--- src/rtl/lwit_pkg.sv ---
package lwit_pkg;

    // ------------------------------------------------------------
    // Register map (byte addresses, one 32-bit word each)
    // ------------------------------------------------------------
    localparam logic [7:0] LWIT_OFS_CTRL   = 8'h00;
    localparam logic [7:0] LWIT_OFS_SRC_EN = 8'h04;
    localparam logic [7:0] LWIT_OFS_PRIO   = 8'h08;
    localparam logic [7:0] LWIT_OFS_STATUS = 8'h0c;

    // ------------------------------------------------------------
    // Field positions
    // ------------------------------------------------------------
    localparam int LWIT_CTRL_LWE_BIT   = 0;
    localparam int LWIT_CTRL_GHIGH_BIT = 1;
    localparam int LWIT_CTRL_PLOW_BIT  = 2;
    localparam int LWIT_STAT_BUSY_BIT  = 0;
    localparam int LWIT_STAT_EXIT_LSB  = 1;
    localparam int LWIT_STAT_HOLD_LSB  = 8;

    // ------------------------------------------------------------
    // Reset values
    // ------------------------------------------------------------
    localparam logic       LWIT_RST_LWE   = 1'b0;
    localparam logic       LWIT_RST_GHIGH = 1'b0;
    localparam logic       LWIT_RST_PLOW  = 1'b0;
    localparam logic [7:0] LWIT_RST_HOLD  = 8'h00;

    // ------------------------------------------------------------
    // Types
    // ------------------------------------------------------------
    typedef enum logic {
        LWIT_IDLE = 1'b0,
        LWIT_PROG = 1'b1
    } lwit_state_e;

    typedef enum logic [1:0] {
        LWIT_EXIT_NONE = 2'b00,
        LWIT_EXIT_NEXT = 2'b01,
        LWIT_EXIT_LOW  = 2'b11,
        LWIT_EXIT_HIGH = 2'b10
    } lwit_exit_e;

    // Table write request from the core
    typedef struct packed {
        logic       valid;
        logic       addr0;
        logic [7:0] data;
    } lwit_twr_s;

    // Programming request toward the memory array
    typedef struct packed {
        logic        start;
        logic [15:0] word;
    } lwit_prog_s;

endpackage : lwit_pkg

--- src/rtl/lwit_top.sv ---
`timescale 1ns/100ps
`default_nettype none

module lwit_top #(
    parameter int N_SRC = 8
) (
    // Clock and reset
    input  wire logic               i_mclk,
    input  wire logic               i_rst,
    // Wishbone slave
    input  wire logic               i_wb_cyc,
    input  wire logic               i_wb_stb,
    input  wire logic               i_wb_we,
    input  wire logic [7:0]         i_wb_adr,
    input  wire logic [3:0]         i_wb_sel,
    input  wire logic [31:0]        i_wb_dat,
    output logic [31:0]             o_wb_dat,
    output logic                    o_wb_ack,
    // Core and interrupt controller
    input  wire lwit_pkg::lwit_twr_s i_twr,
    input  wire logic [N_SRC-1:0]   i_irq_flag,
    // Results
    output logic                    o_stall,
    output lwit_pkg::lwit_prog_s    o_prog,
    output logic                    o_resume,
    output logic                    o_vec_high,
    output logic                    o_vec_low
);
    import lwit_pkg::*;

    // ------------------------------------------------------------
    // Elaboration checks
    // ------------------------------------------------------------
    if (N_SRC < 1 || N_SRC > 32) begin : g_bad_nsrc
        $error("N_SRC must be 1 to 32");
    end

    // ------------------------------------------------------------
    // State
    // ------------------------------------------------------------
    lwit_state_e        state;
    lwit_exit_e         last_exit;
    logic               lwe;
    logic               ghigh;
    logic               plow;
    logic [N_SRC-1:0]   src_en;
    logic [N_SRC-1:0]   src_prio;
    logic [7:0]         hold;
    logic               ack;
    logic [31:0]        rdata;

    // ------------------------------------------------------------
    // Bus decode
    // ------------------------------------------------------------
    wire        req_w    = i_wb_cyc & i_wb_stb & ~ack;
    // Write lands at the ack edge, while the master still holds its data
    wire        wr_w     = i_wb_cyc & i_wb_stb & i_wb_we & ack;
    wire        sel_ctrl = (i_wb_adr == LWIT_OFS_CTRL);
    wire        sel_en   = (i_wb_adr == LWIT_OFS_SRC_EN);
    wire        sel_prio = (i_wb_adr == LWIT_OFS_PRIO);
    wire        sel_stat = (i_wb_adr == LWIT_OFS_STATUS);
    wire [31:0] bmask_w  = {{8{i_wb_sel[3]}}, {8{i_wb_sel[2]}},
                            {8{i_wb_sel[1]}}, {8{i_wb_sel[0]}}};
    wire [31:0] en_ext   = 32'(src_en);
    wire [31:0] prio_ext = 32'(src_prio);
    wire [31:0] en_new   = (en_ext & ~bmask_w) | (i_wb_dat & bmask_w);
    wire [31:0] prio_new = (prio_ext & ~bmask_w) | (i_wb_dat & bmask_w);
    wire        ctrl_wr  = wr_w & sel_ctrl & i_wb_sel[0];

    // Read mux; unmapped addresses read zero and still ack
    wire [31:0] stat_w;
    assign stat_w = {16'h0000, hold, 5'h00, last_exit, (state == LWIT_PROG)};
    wire [31:0] ctrl_rd = {29'h0, plow, ghigh, lwe};
    wire [31:0] next_rdata = sel_ctrl ? ctrl_rd :
                             sel_en   ? en_ext  :
                             sel_prio ? prio_ext :
                             sel_stat ? stat_w  : 32'h0000_0000;

    // ------------------------------------------------------------
    // Termination decision
    // ------------------------------------------------------------
    logic hit;
    logic to_high;
    logic to_low;

    lwit_decide #(
        .N_SRC     (N_SRC)
    ) u_decide (
        .i_flag    (i_irq_flag),
        .i_en      (src_en),
        .i_prio    (src_prio),
        .i_ghigh   (ghigh),
        .i_plow    (plow),
        .o_hit     (hit),
        .o_to_high (to_high),
        .o_to_low  (to_low)
    );

    wire busy_w   = (state == LWIT_PROG);
    wire end_w    = busy_w & hit;
    wire start_w  = ~busy_w & i_twr.valid & i_twr.addr0 & lwe;
    wire latch_w  = ~busy_w & i_twr.valid & ~start_w;
    wire lwe_set  = ctrl_wr & i_wb_dat[LWIT_CTRL_LWE_BIT];
    lwit_exit_e next_exit;
    assign next_exit = to_high ? LWIT_EXIT_HIGH :
                       to_low  ? LWIT_EXIT_LOW  :
                                 LWIT_EXIT_NEXT;

    // ------------------------------------------------------------
    // Bus registers
    // ------------------------------------------------------------
    // Long-write enable can only be set; only reset clears it
    always_ff @(posedge i_mclk) begin
        if (i_rst) begin
            ack   <= 1'b0;
            rdata <= 32'h0000_0000;
            lwe   <= LWIT_RST_LWE;
            ghigh <= LWIT_RST_GHIGH;
            plow  <= LWIT_RST_PLOW;
        end else begin
            ack   <= req_w;
            rdata <= req_w ? next_rdata : 32'h0000_0000;
            lwe   <= lwe | lwe_set;
            if (ctrl_wr) begin
                ghigh <= i_wb_dat[LWIT_CTRL_GHIGH_BIT];
                plow  <= i_wb_dat[LWIT_CTRL_PLOW_BIT];
            end
        end
    end

    // Per-source enables and priorities
    always_ff @(posedge i_mclk) begin
        if (i_rst) begin
            src_en   <= '0;
            src_prio <= '0;
        end else begin
            if (wr_w & sel_en)   src_en   <= en_new[N_SRC-1:0];
            if (wr_w & sel_prio) src_prio <= prio_new[N_SRC-1:0];
        end
    end

    // ------------------------------------------------------------
    // Long write sequencer
    // ------------------------------------------------------------
    // Flags are only read, never cleared here: software owns them
    always_ff @(posedge i_mclk) begin
        if (i_rst) begin
            state      <= LWIT_IDLE;
            last_exit  <= LWIT_EXIT_NONE;
            hold       <= LWIT_RST_HOLD;
            o_prog     <= '0;
            o_resume   <= 1'b0;
            o_vec_high <= 1'b0;
            o_vec_low  <= 1'b0;
        end else begin
            o_prog.start <= start_w;
            o_resume     <= end_w & (next_exit == LWIT_EXIT_NEXT);
            o_vec_high   <= end_w & (next_exit == LWIT_EXIT_HIGH);
            o_vec_low    <= end_w & (next_exit == LWIT_EXIT_LOW);
            if (latch_w) begin
                hold <= i_twr.data;
            end
            if (start_w) begin
                o_prog.word <= {i_twr.data, hold};
                state       <= LWIT_PROG;
            end else if (end_w) begin
                state     <= LWIT_IDLE;
                last_exit <= next_exit;
            end
        end
    end

    // ------------------------------------------------------------
    // Outputs
    // ------------------------------------------------------------
    assign o_stall  = busy_w;
    assign o_wb_ack = ack;
    assign o_wb_dat = rdata;
endmodule // lwit_top

`default_nettype wire

--- src/rtl/lwit_decide.sv ---
`timescale 1ns/100ps
`default_nettype none

module lwit_decide #(
    parameter int N_SRC = 8
) (
    // Interrupt controller state
    input  wire logic [N_SRC-1:0] i_flag,
    input  wire logic [N_SRC-1:0] i_en,
    input  wire logic [N_SRC-1:0] i_prio,
    input  wire logic             i_ghigh,
    input  wire logic             i_plow,
    // Decision
    output logic                  o_hit,
    output logic                  o_to_high,
    output logic                  o_to_low
);

    // ------------------------------------------------------------
    // Termination and exit path
    // ------------------------------------------------------------
    wire [N_SRC-1:0] cause_w = i_flag & i_en;     // Priority and globals ignored here
    wire             high_w  = |(cause_w & i_prio);
    wire             low_w   = |(cause_w & ~i_prio);

    // High wins when both levels are pending and both enabled
    assign o_hit     = |cause_w;
    assign o_to_high = i_ghigh & high_w;
    assign o_to_low  = ~o_to_high & i_plow & low_w;

endmodule // lwit_decide

`default_nettype wire

--- config.mk ---
export PLATFORM = sky130hd
export DESIGN_NAME = lwit_top
export DESIGN_NICKNAME = d
export VERILOG_FILES = /design/src/rtl/lwit_pkg.sv /design/src/rtl/lwit_top.sv /design/src/rtl/lwit_decide.sv
export SDC_FILE = /design/constraint.sdc
export NUM_CORES = 1
export LEC_CHECK = 0
export BUFFER_PORTS_ARGS = -buffer_cell sky130_fd_sc_hd__buf_2
export CAP_MARGIN = 20
export CORE_ASPECT_RATIO = 2
export CORE_MARGIN = 1.5
export CORE_UTILIZATION = 49
export DETAILED_ROUTE_END_ITERATION = 6
export PLACE_DENSITY = 0.82
export SETUP_SLACK_MARGIN = 0.5
export SLEW_MARGIN = 20
export SYNTH_ARGS = -nofsm -noshare
export SYNTH_HDL_FRONTEND = slang
export SYNTH_HIERARCHICAL = 1
export SYNTH_SLANG_ARGS = --single-unit
--- constraint.sdc ---
create_clock -name i_mclk -period 3.5 [get_ports i_mclk]
set_clock_uncertainty 0.2 [all_clocks]
set_input_delay 0.35 -clock i_mclk [delete_from_list [all_inputs] [get_ports i_mclk]]
set_output_delay 0.35 -clock i_mclk [all_outputs]
set_load 0.005 [all_outputs]
---- Yosys cells after proc, flatten, opt, wreduce, memory -nomap -nowiden ----
Cells that the tools add are included.
word-level totals
  ROM bits ................................ 0
  output and inout bits ................... 54
  bits in latches ......................... 0
  input port bits ......................... 67
  logic and storage cells ................. 79
  memories ................................ 0
  bits in registers ....................... 83
  memory bits (writable) .................. 0
operators by class
  order comparisons ....................... 0
  shift-type cells ........................ 0
  multipliers ............................. 0
  bitwise operators ....................... 37
  mux-type cells .......................... 8
  reduce and logical (&&, ||, !) cells .... 10
  add/sub/neg operators ................... 0
  equal/unequal tests ..................... 6
  div/mod/pow operators ................... 0
operators by type and width
  operator                                                         count
  8-bit bitwise AND                                                6
  8-bit OR reduction                                               3
  1-bit bitwise AND                                                20
  8-bit by 4-bit == test with 1-bit output, second input constant  2
  8-bit 2-to-1 mux                                                 2
  8-bit NOT                                                        2
  8-bit bitwise OR                                                 2
  8-bit by 3-bit == test with 1-bit output, second input constant  1
  8-bit zero test                                                  1
  3-bit 2-to-1 mux                                                 2
  1-bit NOT                                                        6
  6-bit OR reduction                                               1
  5-bit OR reduction                                               1
  2-bit == test, second input constant                             2
  2-bit 2-to-1 mux                                                 2
  3-bit OR reduction                                               1
  2-bit by 1-bit == test with 1-bit output, second input constant  1
  1-bit 2-to-1 mux                                                 2
  2-bit AND reduction                                              1
  2-bit nonzero test                                               1
  2-bit OR reduction                                               1
  1-bit bitwise OR                                                 1

---- Longest topological paths before layout ----
  word-level depth ........................ 11
  depth in mapped cells ................... 6

---- Hierarchy ----
The synthesis kept the hierarchy.
modules (own cells, without submodules)
  module       area each (sq um)  instances  cells each
  lwit_top     2660.1             1          274
  lwit_decide  160.2              1          28

---- Worst setup path before layout ----
No wires, ideal clock.
  kind .................................... input to register
  start ................................... in i_wb_adr[5]
  end ..................................... reg with a tool-made name
  stages .................................. 4
  path buffers ............................ 1
  data arrival time ....................... 1.272 ns
  setup slack ............................. 1.956 ns
  cell sequence ........................... nor4_4 and4_1 buf_6 mux2i_1
RTL lines
  element             line            source
  start: declaration  lwit_top.sv:14  input wire logic [7:0] i_wb_adr,

---- Worst setup path after layout ----
  start ................................... reg state, in the netlist o_stall
  end ..................................... reg o_prog[1] (netlist name)
on the way
  longest elaborated chain between the ends .. 4
RTL lines
  element                         line             source
  start: declaration              lwit_top.sv:41   lwit_state_e state;
  start signal: assignment        lwit_top.sv:148  state <= LWIT_IDLE;
  start signal: assignment        lwit_top.sv:165  state <= LWIT_PROG;
  start signal: assignment        lwit_top.sv:167  state <= LWIT_IDLE;
  1-bit NOT                       lwit_top.sv:101  wire start_w = ~busy_w & i_twr.valid & i_twr.addr0 & lwe;
  1-bit bitwise AND (3 in a row)  lwit_top.sv:101
  end: declaration                lwit_top.sv:24   output lwit_pkg::lwit_prog_s o_prog,
Every way passes these cells.
A chain may end at the register's enable or synchronous reset.

==> impl_metrics.json <==
{
  "fillers": 480,
  "wirelength_mm": 6.144,
  "synth_seq_cells": 67,
  "setup_viol": 0,
  "finalCritPeriodShare_pct": 52.95,
  "clockBufferDepth": 2,
  "wl_per_cell_um": 13.96,
  "insertion_delay_ns": 0.34,
  "clockRootBuffer": "clkbuf_8",
  "post-place-cells": 424,
  "critPathMaxStageDelay_ns": 0.73,
  "vias_per_cell": 5.255,
  "grt_pass1_vias": 2104,
  "cts-htree-levels": 3,
  "leakage_nw": 1.478,
  "stdcell_count": 440,
  "drv_slew": 0,
  "vias": 2312,
  "drtIter0Drc": 85,
  "yosysSeqAreaShare_pct": 47.56,
  "post-dp-hpwl_mm": 4.613,
  "core_um2": 5468,
  "clk_pin_slew_worst_paths_ns": 0.07,
  "worstSetupPathType": "register to register",
  "drv_cap": 0,
  "post-route-util_pct": 61.58,
  "die_area_um2": 6247,
  "cts_tree": "done",
  "peakVddDrop_mv": 0.3434,
  "synth.avg_cell_area_um2": 9.338,
  "seq_area_um2": 1341,
  "die_h_um": 110.3,
  "grt_pass1_wl_mm": 9.397,
  "arrival_ns": 1.86,
  "track_usage_pct": 19.87,
  "rsz0062_at_grt": "false",
  "cts_setup_buffers": 0,
  "rows": 38,
  "start_util_pct": 51.58,
  "synth_warnings": 6,
  "status": "finished, final reports clean",
  "syn_inst": 302,
  "postCtsHoldBufs": 0,
  "p_per_area_nw_per_um2": 455.1,
  "fin_crit_ns": 1.853,
  "multi_input_area_um2": 1338,
  "hold_viol_final": 0,
  "cts_sinks": 67,
  "fp.dieW_um": 56.65,
  "path_cells": "nand4b_1 -> nand2_1 -> a21oi_1",
  "critPathRequiredTime_ns": 3.50,
  "nNetsFinal": 442,
  "gp_congestion": 0.8756,
  "fmax_mhz": 539.6,
  "antenna_found_initial": 0,
  "cts_resized": 0,
  "drtAntennaViolNets": 0,
  "setup_tns_ns": 0,
  "diodes": 0,
  "drc_errors": 0,
  "netlist_area_um2": 2820,
  "grt_max_degree": 60,
  "hold_class": "input pin to register",
  "slew-limit-headroom_pct": 48.06,
  "endpoint_kind": "register",
  "worstPathMaxFanout": 18,
  "numCtsBuffers": 9,
  "yosysUniqueCellTypes": 38,
  "syn2layout_area_growth_pct": 19.39,
  "layout-drive-gt1-share_pct": 27.37,
  "grt_overflow_total": 0,
  "power.total_mw": 1.532,
  "dr.pass1.iters": 4,
  "slowest_stage": "nand4b_1",
  "port_buffers": 77,
  "start_kind": "register",
  "tightestPinTransition_ns": 0.7750,
  "pin_count": 121
}
==> worst paths after layout <==
path	end	depth (start not counted)	slack, ns	startpoint
min reg2reg	o_prog[4]	2	0.25	o_prog[4]
min	o_prog[15]	3	0.05	i_twr[7]
max reg2reg	o_prog[1]	3	1.65	o_stall
max	o_prog[1]	3	1.65	o_stall
==> area by class of cell <==
cell class,instances,area share [%]
flip-flops and latches,67,39.84
well taps,60,2.230
clock inverters,7,2.750
inverters,1,0.1115
repair buffers,78,11.67
clock buffers,9,3.679
multi-input cells,218,39.72
==> metal layers <==
layer / global-route usage [%] / routed length [µm]
met1: 18.37 / 2183
met3: 4.317 / 268
met5: 0 / 0
met2: 38.95 / 3538
met4: 10.71 / 154
==> power by group <==
group          leakage [nW]  switching [mW]  internal, mW  total, mW
combinational         0.824          0.0414        0.0313     0.0727
sequential            0.541         0.00374         0.768      0.771
clock                 0.113           0.289         0.399      0.688
==> cells in the mapped netlist, drive strengths merged <==
cell / count / area, µm²
mux2i: 18 / 180.2
conb: 1 / 3.750
nor3b: 1 / 7.510
o21a: 1 / 7.510
and3: 1 / 6.260
nand4b: 1 / 8.760
buf: 22 / 158.9
o41ai: 1 / 16.27
and4b: 3 / 30.03
o21ai: 8 / 40.04
nor2b: 6 / 37.54
nand3: 17 / 85.08
nand2: 42 / 160.2
nor2: 8 / 30.03
clkbuf: 9 / 35.03
a21oi: 27 / 135.1
nor4: 2 / 27.53
a311oi: 1 / 8.760
and4: 3 / 28.78
nor4b: 1 / 8.760
mux4: 3 / 67.56
a22oi: 5 / 37.54
inv: 1 / 3.750
and2: 11 / 68.82
and4bb: 1 / 12.51
nor3: 2 / 10.01
nor4bb: 1 / 10.01
dfxtp: 67 / 1341
nand4: 5 / 46.29
nand2b: 28 / 175.2
o22ai: 5 / 31.28
==> cells by family after synthesis <==
kind of cell           synth area share (%)
buffers and inverters                 7.009
and+or+nand+nor                       26.71
DFF                                   47.56
AOI/OAI and AO/OA                     9.805
other                                0.1330
muxes                                 8.784
==> placed cells by master (no fill, tap or decap), types with 2 or more instances in the layout <==
master / synthesis / final
a21oi_1: 27 / 27
a22oi_1: 5 / 5
and2_1: 11 / 11
and4_2: 2 / 2
and4b_1: 3 / 3
buf_2: 4 / 77
bufinv_16: 0 / 2
clkbuf_8: 0 / 9
clkinv_2: 0 / 3
clkinv_4: 0 / 2
conb_1: 1 / 16
dfxtp_1: 67 / 67
mux2i_1: 18 / 18
mux4_2: 3 / 3
nand2_1: 41 / 41
nand2b_1: 28 / 28
nand3_1: 17 / 17
nand4_1: 4 / 4
nor2_1: 8 / 8
nor2b_1: 6 / 6
nor3_1: 2 / 2
o21ai_0: 8 / 8
o22ai_1: 5 / 5
==> worst max-delay path, delay by kind of cell, from the launching register on <==
kind	cells	cell delay (ns)
flip-flops	1	0.40
AO/OA/AOI/OAI	1	0.10
AND/OR/NAND/NOR	2	1.02
==> per-stage QoR <==
stage,hold slack (ns),setup WS (ns),cell area (µm²)
2_1_floorplan,0.2368,1.956,2877
3_3_place_gp,0.2401,1.526,3151
3_5_place_dp,0.2441,1.479,3151
4_1_cts,0.05057,1.585,3367
5_1_grt,0.06578,1.445,3367
6_report,0.05453,1.647,3367
No activity file was read; power rests on OpenSTA's default activity.
